`config.mk`:
```
export PLATFORM = sky130hd
export DESIGN_NAME = pcsrc_top
export DESIGN_NICKNAME = d
export VERILOG_FILES = /design/src/core/pcsrc_pkg.sv /design/src/core/pcsrc_top.sv
export SDC_FILE = /design/constraint.sdc
export NUM_CORES = 1
export LEC_CHECK = 0
export BUFFER_PORTS_ARGS = -buffer_cell sky130_fd_sc_hd__buf_2
export CAP_MARGIN = 0
export CORE_AREA = 3 3 68 70
export CTS_CLUSTER_SIZE = 10
export DETAILED_ROUTE_END_ITERATION = 6
export DIE_AREA = 0 0 71 73
export GPL_ROUTABILITY_DRIVEN = 0
export PLACE_DENSITY = 0.85
export SETUP_SLACK_MARGIN = 0.02
export SLEW_MARGIN = 20
export SYNTH_ARGS = -nofsm -noshare
export SYNTH_HDL_FRONTEND = slang
export SYNTH_SLANG_ARGS = --single-unit
```
`constraint.sdc`:
```
create_clock -name clk -period 2.8 [get_ports clk]
set_clock_uncertainty 0.15 [all_clocks]
set_input_delay 0.14 -clock clk [delete_from_list [all_inputs] [get_ports clk]]
set_output_delay 0.14 -clock clk [all_outputs]
set_load 0.02 [all_outputs]
```
`src/core/pcsrc_pkg.sv`:
```
// Constants and carriers for the PHY configuration, strap and reset control block
package pcsrc_pkg;
    // Register byte offsets on the Wishbone slave
    localparam logic [3:0] CTRL_OFFSET = 4'h0;
    localparam logic [3:0] STATUS_OFFSET = 4'h4;
    localparam int ADDR_W = 4;
    localparam int DATA_W = 32;
    // Management address width
    localparam int MGMT_ADDR_W = 5;
    // Control field positions
    localparam int CTRL_FAST_EN_BIT = 0;
    localparam int CTRL_RCLK_EN_BIT = 1;
    localparam int CTRL_SW_DOWN_BIT = 2;
    localparam int CTRL_HOLD_DRIVE_BIT = 3;
    // Status field positions
    localparam int STAT_ADDR_LSB = 0;
    localparam int STAT_POWERED_DOWN_BIT = 8;
    localparam int STAT_REF_SEL_BIT = 9;
    localparam int STAT_SQUELCH_BIT = 10;
    localparam int STAT_HOLD_BIT = 11;
    localparam int STAT_IN_RESET_BIT = 12;
    // Control reset values
    localparam logic CTRL_FAST_EN_RST = 1'h0;
    localparam logic CTRL_RCLK_EN_RST = 1'h0;
    localparam logic CTRL_SW_DOWN_RST = 1'h0;
    localparam logic CTRL_HOLD_DRIVE_RST = 1'h0;
    // Synchroniser depth for pins
    localparam int SYNC_STAGES = 2;

    // Software control fields
    typedef struct packed {
        logic hold_drive;
        logic sw_down;
        logic rclk_en;
        logic fast_en;
    } pcsrc_ctrl_t;

    localparam pcsrc_ctrl_t CTRL_RST = '{
        hold_drive: CTRL_HOLD_DRIVE_RST,
        sw_down: CTRL_SW_DOWN_RST,
        rclk_en: CTRL_RCLK_EN_RST,
        fast_en: CTRL_FAST_EN_RST
    };

    // Pin levels entering from the board, synchronised as one group
    typedef struct packed {
        logic reset_n;
        logic hold;
        logic squelch;
        logic ref_sel;
        logic strap0;
        logic strap1;
        logic strap2;
        logic strap3;
        logic strap4;
    } pcsrc_pins_t;

    // Power sequencing states
    typedef enum logic [1:0] {PS_RESET, PS_DOWN, PS_UP} pcsrc_pstate_t;
endpackage

```
`src/core/pcsrc_top.sv`:
```
// Configuration pins, strap latch, device reset and power hold control
`timescale 1ns/1ps
module pcsrc_top (
    input wire logic clk,
    input wire logic rst,
    // Wishbone classic slave
    input wire logic wb_cyc_i,
    input wire logic wb_stb_i,
    input wire logic wb_we_i,
    input wire logic [pcsrc_pkg::ADDR_W-1:0] wb_adr_i,
    input wire logic [3:0] wb_sel_i,
    input wire logic [pcsrc_pkg::DATA_W-1:0] wb_dat_i,
    output logic [pcsrc_pkg::DATA_W-1:0] wb_dat_o,
    output logic wb_ack_o,
    // Board pins
    input wire logic device_reset_n,
    input wire logic power_hold_sync_in,
    output logic power_hold_sync_out,
    output logic power_hold_sync_oe,
    input wire logic clk_squelch_in,
    input wire logic ref_frequency_select,
    input wire logic fast_link_failure_in,
    output logic fast_link_failure_out,
    output logic fast_link_failure_oe,
    input wire logic recovered_clock_in,
    output logic recovered_clock_out,
    output logic recovered_clock_oe,
    input wire logic mgmt_address_bit1_in,
    output logic mgmt_address_bit1_out,
    output logic mgmt_address_bit1_oe,
    input wire logic mgmt_address_bit3,
    input wire logic mgmt_address_bit4,
    // Core side, same clock
    input wire logic link_fail_event,
    input wire logic media_clock_src,
    output logic [pcsrc_pkg::MGMT_ADDR_W-1:0] mgmt_address,
    output logic phy_powered_down,
    output logic core_reset,
    output logic ref_freq_mode,
    output logic led_sync_restart
);
    pcsrc_pkg::pcsrc_pins_t pins_raw;
    pcsrc_pkg::pcsrc_pins_t sync1;
    pcsrc_pkg::pcsrc_pins_t pins;
    pcsrc_pkg::pcsrc_pstate_t state;
    pcsrc_pkg::pcsrc_pstate_t next_state;
    pcsrc_pkg::pcsrc_ctrl_t ctrl;
    pcsrc_pkg::pcsrc_ctrl_t next_ctrl;
    logic hold_prev;
    logic next_hold_prev;
    logic [pcsrc_pkg::MGMT_ADDR_W-1:0] next_mgmt_address;
    logic next_ref_freq_mode;
    logic next_powered_down;
    logic next_core_reset;
    logic next_led_sync_restart;
    logic next_fast_out;
    logic next_fast_oe;
    logic next_rclk_out;
    logic next_rclk_oe;
    logic next_hold_out;
    logic next_hold_oe;
    logic [pcsrc_pkg::DATA_W-1:0] next_dat;
    logic next_ack;
    logic bus_req;
    logic releasing;

    // Gather the pins so one synchroniser handles the whole group
    always_comb begin
        pins_raw = '{
            reset_n: device_reset_n,
            hold: power_hold_sync_in,
            squelch: clk_squelch_in,
            ref_sel: ref_frequency_select,
            strap0: fast_link_failure_in,
            strap1: mgmt_address_bit1_in,
            strap2: recovered_clock_in,
            strap3: mgmt_address_bit3,
            strap4: mgmt_address_bit4
        };
    end

    // Two-stage synchroniser; only the second stage feeds logic
    always_ff @(posedge clk or posedge rst) begin
        if (rst) begin
            sync1 <= '0;
            pins <= '0;
        end else begin
            sync1 <= pins_raw;
            pins <= sync1;
        end
    end

    // Reset release is a synchronised rising edge of the reset pin
    assign releasing = (state == pcsrc_pkg::PS_RESET) && pins.reset_n;

    // Power sequencing: reset dominates, then hold or software power-down
    always_comb begin
        next_state = state;
        unique case (state)
            pcsrc_pkg::PS_RESET: begin
                if (pins.reset_n) begin
                    next_state = pcsrc_pkg::PS_DOWN;
                end
            end
            pcsrc_pkg::PS_DOWN: begin
                if (!pins.reset_n) begin
                    next_state = pcsrc_pkg::PS_RESET;
                end else if (!pins.hold && !ctrl.sw_down) begin
                    next_state = pcsrc_pkg::PS_UP;
                end
            end
            pcsrc_pkg::PS_UP: begin
                if (!pins.reset_n) begin
                    next_state = pcsrc_pkg::PS_RESET;
                end else if (pins.hold || ctrl.sw_down) begin
                    next_state = pcsrc_pkg::PS_DOWN;
                end
            end
        endcase
    end

    always_ff @(posedge clk or posedge rst) begin
        if (rst) begin
            state <= pcsrc_pkg::PS_RESET;
        end else begin
            state <= next_state;
        end
    end

    // Straps latch only at release, so later pin traffic cannot move the address
    always_comb begin
        next_mgmt_address = mgmt_address;
        next_ref_freq_mode = ref_freq_mode;
        if (releasing) begin
            next_mgmt_address = {pins.strap4, pins.strap3, pins.strap2,
                pins.strap1, pins.strap0};
            next_ref_freq_mode = pins.ref_sel;
        end
    end

    always_ff @(posedge clk or posedge rst) begin
        if (rst) begin
            mgmt_address <= '0;
            ref_freq_mode <= 1'h0;
        end else begin
            mgmt_address <= next_mgmt_address;
            ref_freq_mode <= next_ref_freq_mode;
        end
    end

    // Wishbone slave: one wait state, unmapped reads return zero
    assign bus_req = wb_cyc_i && wb_stb_i && !wb_ack_o;

    always_comb begin
        next_ctrl = ctrl;
        next_dat = '0;
        next_ack = bus_req;
        if (state == pcsrc_pkg::PS_RESET) begin
            next_ctrl = pcsrc_pkg::CTRL_RST;
        end else if (bus_req && wb_we_i && wb_sel_i[0]
                && wb_adr_i == pcsrc_pkg::CTRL_OFFSET) begin
            next_ctrl.fast_en = wb_dat_i[pcsrc_pkg::CTRL_FAST_EN_BIT];
            next_ctrl.rclk_en = wb_dat_i[pcsrc_pkg::CTRL_RCLK_EN_BIT];
            next_ctrl.sw_down = wb_dat_i[pcsrc_pkg::CTRL_SW_DOWN_BIT];
            next_ctrl.hold_drive = wb_dat_i[pcsrc_pkg::CTRL_HOLD_DRIVE_BIT];
        end
        if (bus_req && !wb_we_i) begin
            if (wb_adr_i == pcsrc_pkg::CTRL_OFFSET) begin
                next_dat[pcsrc_pkg::CTRL_FAST_EN_BIT] = ctrl.fast_en;
                next_dat[pcsrc_pkg::CTRL_RCLK_EN_BIT] = ctrl.rclk_en;
                next_dat[pcsrc_pkg::CTRL_SW_DOWN_BIT] = ctrl.sw_down;
                next_dat[pcsrc_pkg::CTRL_HOLD_DRIVE_BIT] = ctrl.hold_drive;
            end else if (wb_adr_i == pcsrc_pkg::STATUS_OFFSET) begin
                next_dat[pcsrc_pkg::STAT_ADDR_LSB +: pcsrc_pkg::MGMT_ADDR_W] = mgmt_address;
                next_dat[pcsrc_pkg::STAT_POWERED_DOWN_BIT] = phy_powered_down;
                next_dat[pcsrc_pkg::STAT_REF_SEL_BIT] = ref_freq_mode;
                next_dat[pcsrc_pkg::STAT_SQUELCH_BIT] = pins.squelch;
                next_dat[pcsrc_pkg::STAT_HOLD_BIT] = pins.hold;
                next_dat[pcsrc_pkg::STAT_IN_RESET_BIT] = (state == pcsrc_pkg::PS_RESET);
            end
        end
    end

    always_ff @(posedge clk or posedge rst) begin
        if (rst) begin
            ctrl <= pcsrc_pkg::CTRL_RST;
            wb_dat_o <= '0;
            wb_ack_o <= 1'h0;
        end else begin
            ctrl <= next_ctrl;
            wb_dat_o <= next_dat;
            wb_ack_o <= next_ack;
        end
    end

    // Pin drivers and core controls; all registered so no glitch reaches a pin
    always_comb begin
        next_hold_prev = pins.hold;
        next_powered_down = (state != pcsrc_pkg::PS_UP);
        next_core_reset = (state == pcsrc_pkg::PS_RESET);
        // Hold release restarts LED timers in every chip on the same edge
        next_led_sync_restart = hold_prev && !pins.hold && pins.reset_n;
        // Dual-use pins float in reset so the board straps can be sampled
        next_fast_oe = (state != pcsrc_pkg::PS_RESET);
        next_fast_out = next_fast_oe && ctrl.fast_en && link_fail_event;
        next_rclk_oe = (state != pcsrc_pkg::PS_RESET);
        next_rclk_out = (state == pcsrc_pkg::PS_UP) && ctrl.rclk_en
            && !pins.squelch && media_clock_src;
        // Open-drain style: only ever drive the shared hold line high
        next_hold_oe = ctrl.hold_drive && (state != pcsrc_pkg::PS_RESET);
        next_hold_out = next_hold_oe;
    end

    always_ff @(posedge clk or posedge rst) begin
        if (rst) begin
            hold_prev <= 1'h0;
            phy_powered_down <= 1'h1;
            core_reset <= 1'h1;
            led_sync_restart <= 1'h0;
            fast_link_failure_oe <= 1'h0;
            fast_link_failure_out <= 1'h0;
            recovered_clock_oe <= 1'h0;
            recovered_clock_out <= 1'h0;
            power_hold_sync_oe <= 1'h0;
            power_hold_sync_out <= 1'h0;
            mgmt_address_bit1_out <= 1'h0;
            mgmt_address_bit1_oe <= 1'h0;
        end else begin
            hold_prev <= next_hold_prev;
            phy_powered_down <= next_powered_down;
            core_reset <= next_core_reset;
            led_sync_restart <= next_led_sync_restart;
            fast_link_failure_oe <= next_fast_oe;
            fast_link_failure_out <= next_fast_out;
            recovered_clock_oe <= next_rclk_oe;
            recovered_clock_out <= next_rclk_out;
            power_hold_sync_oe <= next_hold_oe;
            power_hold_sync_out <= next_hold_out;
            // Address bit 1 pin is a strap only; never driven
            mgmt_address_bit1_out <= 1'h0;
            mgmt_address_bit1_oe <= 1'h0;
        end
    end

    a_hold_powers_down: assert property (@(posedge clk) disable iff (rst)
        (pins.hold && pins.reset_n && state != pcsrc_pkg::PS_RESET) |=> ##1 phy_powered_down)
        else $error("PHY not powered down while hold is high");

    a_hold_release_up: assert property (@(posedge clk) disable iff (rst)
        (state == pcsrc_pkg::PS_DOWN && pins.reset_n && !pins.hold && !ctrl.sw_down)
        |=> ##1 !phy_powered_down)
        else $error("PHY did not power up after hold release");

    a_led_sync_pulse: assert property (@(posedge clk) disable iff (rst)
        ($fell(pins.hold) && pins.reset_n) |=> led_sync_restart ##1 !led_sync_restart)
        else $error("LED restart pulse missing after hold release");

    a_reset_defaults: assert property (@(posedge clk) disable iff (rst)
        (state == pcsrc_pkg::PS_RESET) |=> (ctrl == pcsrc_pkg::CTRL_RST) && core_reset
        && phy_powered_down)
        else $error("Reset did not restore defaults");

    a_fast_reset_idle: assert property (@(posedge clk) disable iff (rst)
        (state == pcsrc_pkg::PS_RESET) |=> !fast_link_failure_oe && !fast_link_failure_out)
        else $error("Fast link failure pin active in reset");

    a_fast_disabled_low: assert property (@(posedge clk) disable iff (rst)
        (!ctrl.fast_en && state != pcsrc_pkg::PS_RESET) |=> fast_link_failure_oe
        && !fast_link_failure_out)
        else $error("Disabled fast link failure pin not held low");

    a_strap_latch: assert property (@(posedge clk) disable iff (rst)
        releasing |=> mgmt_address == {$past(pins.strap4), $past(pins.strap3),
        $past(pins.strap2), $past(pins.strap1), $past(pins.strap0)})
        else $error("Address not latched from straps at release");

    a_rclk_gate: assert property (@(posedge clk) disable iff (rst)
        (!ctrl.rclk_en || pins.squelch || state != pcsrc_pkg::PS_UP) |=> !recovered_clock_out)
        else $error("Recovered clock not held low");

    a_address_stable: assert property (@(posedge clk) disable iff (rst)
        (state != pcsrc_pkg::PS_RESET) |=> $stable(mgmt_address))
        else $error("Address changed outside reset release");

    a_ref_sel_latch: assert property (@(posedge clk) disable iff (rst)
        releasing |=> ref_freq_mode == $past(pins.ref_sel))
        else $error("Reference select not latched");

    a_bus_ack: assert property (@(posedge clk) disable iff (rst)
        (wb_cyc_i && wb_stb_i && !wb_ack_o) |=> wb_ack_o ##1 !wb_ack_o)
        else $error("Wishbone ack not single cycle");
endmodule

```
# [Word level (Yosys, flattened, before mapping)]
# Index checks and enable logic that the tools add are counted.
[classes] eq_ne=7 mux=15 n_reduce_logical=27
[ops] cell="5-bit 2-to-1 mux" count=5
[ops] cell="1-bit logical AND" count=16
[ops] cell="4-bit 2-to-1 mux" count=3
[ops] cell="2-bit 2-to-1 mux" count=5
[ops] cell="3-bit != test, second input constant" count=2
[ops] cell="2-bit case mux with 3 select lines" count=1
[ops] cell="1-bit logical NOT" count=5
[ops] cell="4-bit by 3-bit == test with 1-bit output, second input constant" count=1
[ops] cell="4-bit logical NOT" count=1
[ops] cell="2-bit != test, second input constant" count=2
[ops] cell="2-bit nonzero test" count=2
[ops] cell="3-bit AND reduction" count=1
[ops] cell="2-bit by 1-bit == test with 1-bit output, second input constant" count=1
[ops] cell="2-bit == test, second input constant" count=1
[ops] cell="2-bit logical NOT" count=1
[ops] cell="1-bit logical OR" count=1
[ops] cell="1-bit 2-to-1 mux" count=1
[totals] regBits=49 in_bits=56 out_inout_bits=50 elab_cells=84

# [Depth between registers and ports, before layout]
# Gate-level depths: netlist of the first run.
[logic_depth] depth_word=7 ltp_mapped=5 mapped_depth_nobuf=5

# [Worst setup path before layout of the first run]
# Ideal clock, no wire load.
[synth_path] kind="reg-to-reg" startpoint="reg wb_ack_o" endpoint="reg ctrl[3] in the netlist's numbering" setup_ps=125 t_arrival_ps=1435 required_ps=2525 path_slack_ps=1090 stages_incl_launch_ff=4 path_buffers=0 synth_period_minus_slack_ps=1710 path_cell_list="dfrtp_1 > nand3b_1 > nor4_4 > mux2_4"
[synth_via] elab_chain_len=6
[synth_lines] element="start: declaration" line_no="pcsrc_top.sv:14" rtl="output logic wb_ack_o,"
[synth_lines] element="start signal: assignment" line_no="pcsrc_top.sv:192" rtl="wb_ack_o <= next_ack;"
[synth_lines] element="1-bit logical NOT" line_no="pcsrc_top.sv:152" rtl="assign bus_req = wb_cyc_i && wb_stb_i && !wb_ack_o;"
[synth_lines] element="1-bit logical AND" line_no="pcsrc_top.sv:152"
[synth_lines] element="1-bit logical AND (2 in series)" line_no="pcsrc_top.sv:160" rtl="end else if (bus_req && wb_we_i && wb_sel_i[0]"
[synth_lines] element="1-bit logical AND" line_no="pcsrc_top.sv:161" rtl="&& wb_adr_i == pcsrc_pkg::CTRL_OFFSET) begin"
[synth_lines] element="2-bit nonzero test (no line)"
[synth_lines] element="end signal: assignment" line_no="pcsrc_top.sv:186" rtl="ctrl <= pcsrc_pkg::CTRL_RST;"
[synth_lines] element="end signal: assignment" line_no="pcsrc_top.sv:190" rtl="ctrl <= next_ctrl;"
[synth_lines] element="end: declaration" line_no="pcsrc_top.sv:47" rtl="pcsrc_pkg::pcsrc_ctrl_t ctrl;"
# No other way between the ends.
# A chain may end at the register's enable or synchronous reset.

# [Worst setup path in the final report of the first run]
[layout_path] startpoint="reg wb_ack_o" endpoint="reg wb_dat_o[10] in the netlist's numbering"
[layout_via] elab_chain_len=4
[layout_lines] element="1-bit logical NOT" line_no="pcsrc_top.sv:152"
[layout_lines] element="1-bit logical AND" line_no="pcsrc_top.sv:152"
[layout_lines] element="1-bit logical AND" line_no="pcsrc_top.sv:167" rtl="if (bus_req && !wb_we_i) begin"
[layout_lines] element="5-bit 2-to-1 mux" line_no="pcsrc_top.sv:167"
[layout_lines] element="via next_dat (one bit)" line_no="pcsrc_top.sv:62" rtl="logic [pcsrc_pkg::DATA_W-1:0] next_dat;"
[layout_lines] element="end signal: assignment" line_no="pcsrc_top.sv:191" rtl="wb_dat_o <= next_dat;"
[layout_lines] element="end: declaration" line_no="pcsrc_top.sv:13" rtl="output logic [pcsrc_pkg::DATA_W-1:0] wb_dat_o,"
# The timed path passes the listed nets, and every way through them passes these cells.

==> impl_metrics.toml, run 1 <==
[pwr]
p_sw_mw = 0.557
comb_power_share = 0.268
p_seq_frac = 0.497
ir_drop_mv = 0.345
cellPowerDensity_mw_per_mm2 = 750
internal_power_mw = 1.18
sw_frac_of_total = 0.320
pwr-share-clk = 0.235
p_leak_nw = 1.21

[grt]
gr-usage-all-layers = 0.118
grt_pass1_vias = 1061
gr-total-overflow = 0
grt_max_degree = 50
antenna_found_initial = 0
grt_pass1_wl_um = 4700

[cts]
cts-htree-levels = 2
cts_tree = "built"
numCtsBuffers = 5
clock-sinks = 49
cts-root-buf = "clkbuf_8"
holdBufCountCts = 14
post_cts_resized = 0
worstSkewPairLatency_ns = 0.29
clkTransAtPathRegs_ns = 0.08
clk_path_buf_depth = 2
cts_setup_buffers = 0

[drt]
vias_per_cell = 4.35
wire_per_inst_um = 11.8
drt_wl_total_um = 3040
drc = 0
vias = 1123
antenna_left = 0
drtIter0Drc = 44
drtPass1Iterations = 4

[worst_setup_path]
cp_cell_sequence = "nand3b_1 > nor4b_1 > and2_2"
cp-start-kind = "flip-flop"
slowest_stage = "nor4b_1"
cp-end-kind = "flip-flop"
rrSetupSlack_ns = 0.92
path_class = "flip-flop to flip-flop"
arrival_ns = 1.96
cp_max_fo = 5
cp_slowest_stage_delay_ns = 0.76
required_ns = 2.88

[die]
fp.dieH_um = 73
rows = 23
core_mm2 = 0.00403
ios = 106
initial_core_util = 0.470
die_x_um = 71
fp.dieArea_mm2 = 0.00518

[place]
hpwl_um = 2170
dp.cells = 237
port_buffers = 50

[synthesis]
synth_top_area_cell = "dfrtp_1"
ys_seq_area_frac = 0.649
synth_ff_type = "dfrtp_1"
ys_ff_latch = 49
syn_area_mm2 = 0.00189
synth_top_area_frac = 0.622
synth_edf_count = 0
synthArstFlopShare = 1.00
synth_cell_types = 30
ys.warnings.count = 0
syn_area_per_cell_um2 = 13.4
synth_cells = 141
netlist_top_cells_area = "dfrtp_1 (62%), buf_4 (10%), mux2i_1 (4.2%)"

[final_layout]
syn_to_final_growth_pct = 22.7
diodes = 0
fin_cells = 258
fillerInstances = 328
nets = 267
drive_gt1_frac = 0.351

[outcome]
status = "completed"

[flow_run]
maxCapViolCount = 0

[sta]
slew_headroom = 0.357
fin_crit_ns = 1.88
finalSetupViolations = 0
hold_violations = 0
worst_pin_slew_ns = 0.963
fin_crit_sh = 0.671
finalSetupTns_ns = 0
rsz0062_at_grt = "false"
maxSlewViolCount = 0
max_freq_mhz = 532

[min_path]
min_path_type = "input pin to flip-flop"
## path summary, 6_finish.rpt
path | from | endpoint | cells past startpoint
min in group asynchronous | rst | led_sync_restart$_DFF_PP0_ | 3
min reg2reg | sync1[1]$_DFF_PP0_ | pins[1]$_DFF_PP0_ | 0
max | wb_ack_o$_DFF_PP0_ | wb_dat_o[10]$_DFF_PP0_ | 3
max reg2reg | wb_ack_o$_DFF_PP0_ | wb_dat_o[10]$_DFF_PP0_ | 3
max in group asynchronous | rst | wb_dat_o[10]$_DFF_PP0_ | 3
min | media_clock_src | recovered_clock_out$_DFF_PP0_ | 2
## layout by cell type, fill, tap and decap left out
cell           instances
and2_1                 3
mux2_4                 1
inv_2                  1
a21oi_1                1
o311ai_0               1
nor4_4                 1
nand2_1               10
clkbuf_8               6
dfstp_2                2
dlygate4sd3_1         14
conb_1                24
clkinvlp_4             1
inv_1                  4
and4b_1                1
nor2_1                 8
or3_4                  1
mux2_2                 6
buf_2                 50
nor2b_1                2
nor3_1                 1
nand3_1                1
clkinv_1               1
dfrtp_1               47
a32o_1                 1
o21ai_0                2
and2_2                 2
ha_1                   3
nor4b_1                1
mux2i_1                8
and3_1                 1
or2_2                  1
or3_2                  1
nand3b_1               1
## critical path, delay by kind of cell, from the launching register on
| kind | cells | cell delay (ns) |
|---|---|---|
| flops | 1 | 0.38 |
| simple gates | 3 | 1.29 |
## per-layer routing
metal  part of all wire  vias to the layer above  track usage
met5                  0                        -            0
met4              0.015                        0       0.0564
met3              0.097                        5       0.0386
met2               0.47                       58        0.198
met1               0.42                      521        0.137
li1                   -                      539            -
## layout make-up
type / instances / area, um^2 / area share
Sequential cell: 49 / 1230 / 0.529
Multi-Input combinational cell: 82 / 527 / 0.227
Timing Repair Buffer: 64 / 390 / 0.168
Clock buffer: 6 / 82.6 / 0.0356
Tap cell: 50 / 62.6 / 0.0270
Inverter: 6 / 22.5 / 0.00970
Clock inverter: 1 / 7.51 / 0.00323
## state kept, by name, summed over array words and instances, names as in the netlist, 2 cells and up
signal,cells
wb_dat_o,10
ctrl,4
sync1,9
pins,8
state,2
mgmt_address,5
## synth_stat cells (2+ instances only)
| cell | count |
|---|---|
| buf_4 | 26 |
| o21ai_0 | 2 |
| dfrtp_1 | 47 |
| nor2_1 | 8 |
| nand2_1 | 10 |
| dfstp_2 | 2 |
| inv_1 | 5 |
| and2_1 | 3 |
| nor2b_1 | 2 |
| ha_1 | 3 |
| mux2i_1 | 8 |
| and2_2 | 2 |
| mux2_2 | 6 |
## cells by family after synthesis
logic type,Yosys count,synth area share
and+or+nand+nor,35,0.107
AOI/OAI and AO/OA,5,0.0179
buffers and inverters,33,0.118
other,1,0.00198
DFF,49,0.649
muxes,15,0.0860
adders and majority gates,3,0.0198
## stage by stage
stage / utilization / power [mW] / cell area, um^2 / hold WS [ns] / setup slack [ns]
floorplan: - / 1.22 / 1980 / 0.0214 / 1.09
global placement: 0.519 / 1.31 / 2090 / 0.0981 / 0.955
detailed placement: 0.519 / 1.33 / 2090 / 0.0993 / 0.908
CTS: 0.576 / 1.75 / 2320 / 0.00272 / 0.884
global route: 0.576 / 1.83 / 2320 / 0.00912 / 0.751
finish: 0.576 / 1.74 / 2320 / 0.00427 / 0.920
## power groups by stage
| stage | clock network (mW) | logic (mW) | registers, mW |
|---|---|---|---|
| finish | 0.409 | 0.467 | 0.864 |
| global route | 0.446 | 0.510 | 0.875 |
| CTS | 0.419 | 0.468 | 0.862 |
| detailed placement | 0 | 0.452 | 0.877 |
| global placement | 0 | 0.441 | 0.873 |
| floorplan | 0 | 0.276 | 0.948 |
No activity file was read; power rests on OpenSTA's default activity.
==> run 2: changes to the inputs <==
--- a/config.mk
+++ b/config.mk
@@ -7,12 +7,12 @@
 export LEC_CHECK = 0
 export BUFFER_PORTS_ARGS = -buffer_cell sky130_fd_sc_hd__buf_2
 export CAP_MARGIN = 0
-export CORE_AREA = 3 3 68 70
+export CORE_AREA = 3 3 71 73
 export CTS_CLUSTER_SIZE = 10
 export DETAILED_ROUTE_END_ITERATION = 6
-export DIE_AREA = 0 0 71 73
+export DIE_AREA = 0 0 74 76
 export GPL_ROUTABILITY_DRIVEN = 0
-export PLACE_DENSITY = 0.85
+export PLACE_DENSITY = 0.79
 export SETUP_SLACK_MARGIN = 0.02
 export SLEW_MARGIN = 20
 export SYNTH_ARGS = -nofsm -noshare
==> constraint.sdc (replaced) <==
create_clock -name clk -period 1.95 [get_ports clk]
set_clock_uncertainty 0.15 [all_clocks]
set_input_delay 0.0975 -clock clk [delete_from_list [all_inputs] [get_ports clk]]
set_output_delay 0.0975 -clock clk [all_outputs]
set_load 0.02 [all_outputs]
==> impl_metrics.toml, run 2 (same netlist as run 1, synthesis figures left out) <==
[outcome]
status = "finished, violations left"
violations = "negative hold slack"

[final_layout]
final_common_cell = "buf_2"
fillerInstances = 377
mostFrequentLayoutCells = "buf_2 (50), dfrtp_1 (47), conb_1 (24), dlygate4sd3_1 (16), nand2_1 (10)"
drive_gt1_frac = 0.360
fin_area_mm2 = 0.00241
syn_to_final_growth_pct = 27.3
diodes = 0
nets = 272
largest_reg_flops = 10
reg_top3 = "wb_dat_o x10, sync1 x9, pins x8"
top_register = "wb_dat_o"

[cts]
numCtsBuffers = 5
worstSkewPairLatency_ns = 0.29
post_cts_resized = 0
cts-root-buf = "clkbuf_8"
cts-htree-levels = 2
clkTransAtPathRegs_ns = 0.08
clk_path_buf_depth = 2
cts_tree = "built"
clock-sinks = 49

[grt]
gr-total-overflow = 0
gr-usage-met3 = 0.0409
grt_pass1_vias = 1110
grt_max_degree = 27
grt_util_met1 = 0.120
grt.busiest_layer = "met2"
gr-usage-all-layers = 0.118
antenna_found_initial = 0
grt_pass1_wl_um = 4990
use_met2 = 0.211

[die]
core_mm2 = 0.00441
initial_core_util = 0.429
fp.dieH_um = 76
rows = 24
fp.dieArea_mm2 = 0.00562
die_x_um = 74
ios = 106

[place]
pre_cts_ws_ns = 0.209
port_buffers = 50
placed_cell_area_mm2 = 0.00213
hpwl_um = 2230

[drt]
drc = 0
wire_per_inst_um = 11.9
vias = 1155
vias_per_cell = 4.34
drt_wl_total_um = 3180
antenna_left = 0
drtPass1Iterations = 4
drtIter0Drc = 53

[sta]
maxSlewViolCount = 0
hold_ws_ns = -0.000492
worst_pin_slew_ns = 0.592
setup_slack_ns = 0.200
max_freq_mhz = 572
rsz0062_at_grt = "false"
fin_crit_sh = 0.897
finalSetupTns_ns = 0
slew_headroom = 0.600
hold_violations = 1
finalSetupViolations = 0
fin_crit_ns = 1.75

[min_path]
whs_endpoint = "wb_dat_o[11]$_DFF_PP0_"
min_path_type = "input pin to flip-flop"
holdPathStages = 3
hold_start = "wb_we_i"

[pwr]
pwr-share-clk = 0.274
sw_frac_of_total = 0.304
p_leak_nw = 1.25
ir_drop_mv = 0.513
internal_power_mw = 1.84
p_sw_mw = 0.805
cellPowerDensity_mw_per_mm2 = 1100
fin_total_pwr_mw = 2.65
p_seq_frac = 0.466
comb_power_share = 0.259

[worst_setup_path]
timing.rr.end = "state[1]$_DFFE_PP0P_"
path_class = "flip-flop to flip-flop"
arrival_ns = 1.81
r2r_cells = 5
cp-end-kind = "flip-flop"
rrSetupSlack_ns = 0.20
cp-start-kind = "flip-flop"
required_ns = 2.01
reg2reg_from = "state[0]$_DFFE_PP0P_"
setup.worst_path.start = "state[0]$_DFFE_PP0P_"
cp_max_fo = 4

[flow_run]
maxCapViolCount = 0
[run 2: cell count changes in the layout (fill, tap and decap cells not counted), sizes merged]
| cell | previous run | this run |
|---|---|---|
| dlygate4sd3 | 14 | 16 |
| buf | 50 | 53 |
| bufinv | 0 | 1 |
[run 2: how the worst max path moves through the flow]
stage	to	cells past startpoint
2_1_floorplan	ctrl[3]$_DFFE_PP0P_	3
3_3_place_gp	state[1]$_DFFE_PP0P_	5
3_5_place_dp	state[1]$_DFFE_PP0P_	5
4_1_cts	state[1]$_DFFE_PP0P_	5
5_1_grt	state[1]$_DFFE_PP0P_	5
6_report	state[1]$_DFFE_PP0P_	5
[run 2: critical path: stages (launching register included)]
cell and delay [ns]:
dfrtp_1 0.40, inv_1 0.09, ha_1 0.20, inv_1 0.07, o311ai_0 0.52, mux2i_1 0.25
[run 2: through the flow]
stage | util | std cells
5_1_grt | 0.546 | 266
3_3_place_gp | 0.482 | 242
3_5_place_dp | 0.482 | 242
6_report | 0.546 | 266
2_1_floorplan | - | 164
4_1_cts | 0.546 | 266
[run 2: cell type report]
| class | instances | area, um^2 | area share |
|---|---|---|---|
| flip-flops and latches | 49 | 1230 | 0.510 |
| multi-input cells | 82 | 527 | 0.219 |
| repair buffers | 69 | 445 | 0.185 |
| clock buffers | 6 | 82.6 | 0.0343 |
| well taps | 52 | 65.1 | 0.0270 |
| clock inverters | 2 | 37.5 | 0.0156 |
| inverters | 6 | 22.5 | 0.00935 |
[run 2: power groups by stage]
stage / Clock (mW) / Combinational [mW] / Sequential, mW
3_3_place_gp: 0 / 0.641 / 1.25
6_report: 0.726 / 0.687 / 1.23
4_1_cts: 0.748 / 0.691 / 1.24
5_1_grt: 0.787 / 0.764 / 1.25
2_1_floorplan: 0 / 0.396 / 1.36
3_5_place_dp: 0 / 0.665 / 1.26
[run 2: repair_timing]
item | 4_1_cts | 5_1_grt
setup buffers | 0 | 0
hold buffers | 16 | 0
endpoints found under the hold margin | 36 | 0
[run 2: routing by layer]
metal  vias up  share of wire
met2        65           0.50
met5         -              0
met1       535           0.38
met3         4          0.099
li1        551              -
met4         0          0.017
==> run 3: changes to the inputs <==
--- a/config.mk
+++ b/config.mk
@@ -7,12 +7,12 @@
 export LEC_CHECK = 0
 export BUFFER_PORTS_ARGS = -buffer_cell sky130_fd_sc_hd__buf_2
 export CAP_MARGIN = 0
-export CORE_AREA = 3 3 71 73
+export CORE_AREA = 3 3 68 70
 export CTS_CLUSTER_SIZE = 10
 export DETAILED_ROUTE_END_ITERATION = 6
-export DIE_AREA = 0 0 74 76
+export DIE_AREA = 0 0 71 73
 export GPL_ROUTABILITY_DRIVEN = 0
-export PLACE_DENSITY = 0.79
+export PLACE_DENSITY = 0.85
 export SETUP_SLACK_MARGIN = 0.02
 export SLEW_MARGIN = 20
 export SYNTH_ARGS = -nofsm -noshare
==> constraint.sdc (replaced) <==
create_clock -name clk -period 2.1 [get_ports clk]
set_clock_uncertainty 0.15 [all_clocks]
set_input_delay 0.105 -clock clk [delete_from_list [all_inputs] [get_ports clk]]
set_output_delay 0.105 -clock clk [all_outputs]
set_load 0.02 [all_outputs]
==> impl_metrics.toml, run 3 (same netlist as run 1, synthesis figures left out) <==
[outcome]
status = "completed"

[drt]
drt_wl_total_um = 3140
vias_per_cell = 4.34
drc = 0
wire_per_inst_um = 11.9
vias = 1146
drtPass1Iterations = 4
drtIter0Drc = 39
antenna_left = 0

[grt]
grt_pass1_vias = 1071
gr-usage-met3 = 0.0579
grt_pass1_wl_um = 4930
antenna_found_initial = 0
grt_util_met1 = 0.144
gr-total-overflow = 0
gr-usage-all-layers = 0.127
grt_max_degree = 38
grt.busiest_layer = "met2"
use_met2 = 0.210

[final_layout]
syn_to_final_growth_pct = 25.1
fillerInstances = 343
top_register = "wb_dat_o"
nets = 273
final_common_cell = "buf_2"
fin_util = 0.588
largest_reg_flops = 10
drive_gt1_frac = 0.355
diodes = 0
mostFrequentLayoutCells = "buf_2 (50), dfrtp_1 (47), conb_1 (24), dlygate4sd3_1 (16), nand2_1 (10)"
reg_top3 = "wb_dat_o x10, sync1 x9, pins x8"

[sta]
worst_pin_slew_ns = 0.718
hold_violations = 0
max_freq_mhz = 576
fin_crit_ns = 1.74
rsz0062_at_grt = "false"
slew_headroom = 0.521
maxSlewViolCount = 0
setup_slack_ns = 0.363
finalSetupTns_ns = 0
fin_crit_sh = 0.827
finalSetupViolations = 0

[pwr]
comb_power_share = 0.273
fin_total_pwr_mw = 2.31
internal_power_mw = 1.58
p_seq_frac = 0.498
sw_frac_of_total = 0.316
ir_drop_mv = 0.392
p_leak_nw = 1.24
pwr-share-clk = 0.228
p_sw_mw = 0.731
cellPowerDensity_mw_per_mm2 = 978

[cts]
clock-sinks = 49
cts-root-buf = "clkbuf_8"
post_cts_resized = 0
numCtsBuffers = 5
clkTransAtPathRegs_ns = 0.08
clk_path_buf_depth = 2
worstSkewPairLatency_ns = 0.29
cts-htree-levels = 2
cts_tree = "built"

[die]
core_mm2 = 0.00403
initial_core_util = 0.470
die_x_um = 71
fp.dieArea_mm2 = 0.00518
rows = 23
ios = 106
fp.dieH_um = 73

[worst_setup_path]
critPathTopFamily = "compound AO/OA/AOI/OAI gates"
crit_cells = 5
cp_slowest_stage_delay_ns = 0.49
r2r_cells = 5
cp_max_fo = 4
cp-end-kind = "flip-flop"
path_class = "flip-flop to flip-flop"
arrival_ns = 1.80
worst-path-buf-inv = 2
cp_cell_sequence = "inv_1 > ha_1 > inv_1 > o311ai_0 > mux2i_1"
required_ns = 2.17
critPathMostFrequentCell = "inv_1"
cp-start-kind = "flip-flop"
slowest_stage = "o311ai_0"

[flow_run]
maxCapViolCount = 0

[place]
hpwl_um = 2340
pre_cts_ws_ns = 0.367
port_buffers = 50

[min_path]
holdPathStages = 3
min_path_type = "input pin to flip-flop"
==> run 3: cell types whose count changed in the layout (fill, tap and decap cells not counted) <==
| cell | change |
|---|---|
| buf_4 | +2 |
| bufinv_16 | -1 |
| buf_12 | -1 |
| clkbuf_1 | +1 |
| clkinvlp_4 | -1 |
==> run 3: timing repair <==
item | CTS | global route
hold endpoints to repair | 48 | 0
hold buffers | 16 | 0
setup buffers | 0 | 0
==> run 3: per-stage QoR <==
step / instances / hold WS (ns) / area [um^2]
finish: 264 / 0.0102 / 2370
global route: 264 / 0.0276 / 2370
CTS: 264 / 0.000828 / 2370
detailed placement: 241 / 0.0643 / 2120
global placement: 241 / 0.0637 / 2120
floorplan: 164 / -0.0136 / 1980
==> run 3: path summary, 6_finish.rpt <==
check                      slack [ns]                 start                endpoint
max                              0.36  state[0]$_DFFE_PP0P_    state[1]$_DFFE_PP0P_
min                              0.01               wb_we_i  wb_dat_o[11]$_DFF_PP0_
max reg2reg                      0.36  state[0]$_DFFE_PP0P_    state[1]$_DFFE_PP0P_
min reg2reg                      0.20    sync1[0]$_DFF_PP0_       pins[0]$_DFF_PP0_
max in group asynchronous        0.87                   rst       pins[0]$_DFF_PP0_
min in group asynchronous        0.32                   rst    state[1]$_DFFE_PP0P_
==> run 3: final cells by class <==
| cell class | instances | area [um^2] | area share |
|---|---|---|---|
| flip-flops and latches | 49 | 1230 | 0.519 |
| repair buffers | 70 | 440 | 0.186 |
| inverters | 6 | 22.5 | 0.00951 |
| clock buffers | 7 | 86.3 | 0.0365 |
| multi-input cells | 82 | 527 | 0.223 |
| well taps | 50 | 62.6 | 0.0264 |
==> run 3: power by group through the flow <==
stage / sequential [mW] / clock [mW] / combinational, mW
floorplan: 1.26 / 0 / 0.367
global placement: 1.16 / 0 / 0.590
detailed placement: 1.17 / 0 / 0.612
CTS: 1.15 / 0.551 / 0.635
global route: 1.18 / 0.599 / 0.686
finish: 1.15 / 0.528 / 0.633
==> run 3: worst register-to-register path, cell delays in order (launching register included) <==
cell and delay, ns:
dfrtp_1 0.41, inv_1 0.09, ha_1 0.21, inv_1 0.07
o311ai_0 0.49, mux2i_1 0.25
==> run 3: per-layer routing <==
metal  vias up  share of wire  wire, um
li1        551              -         -
met1       531           0.39      1210
met2        57           0.49      1550
met3         7           0.10       325
met4         0          0.016        49
met5         -              0         0
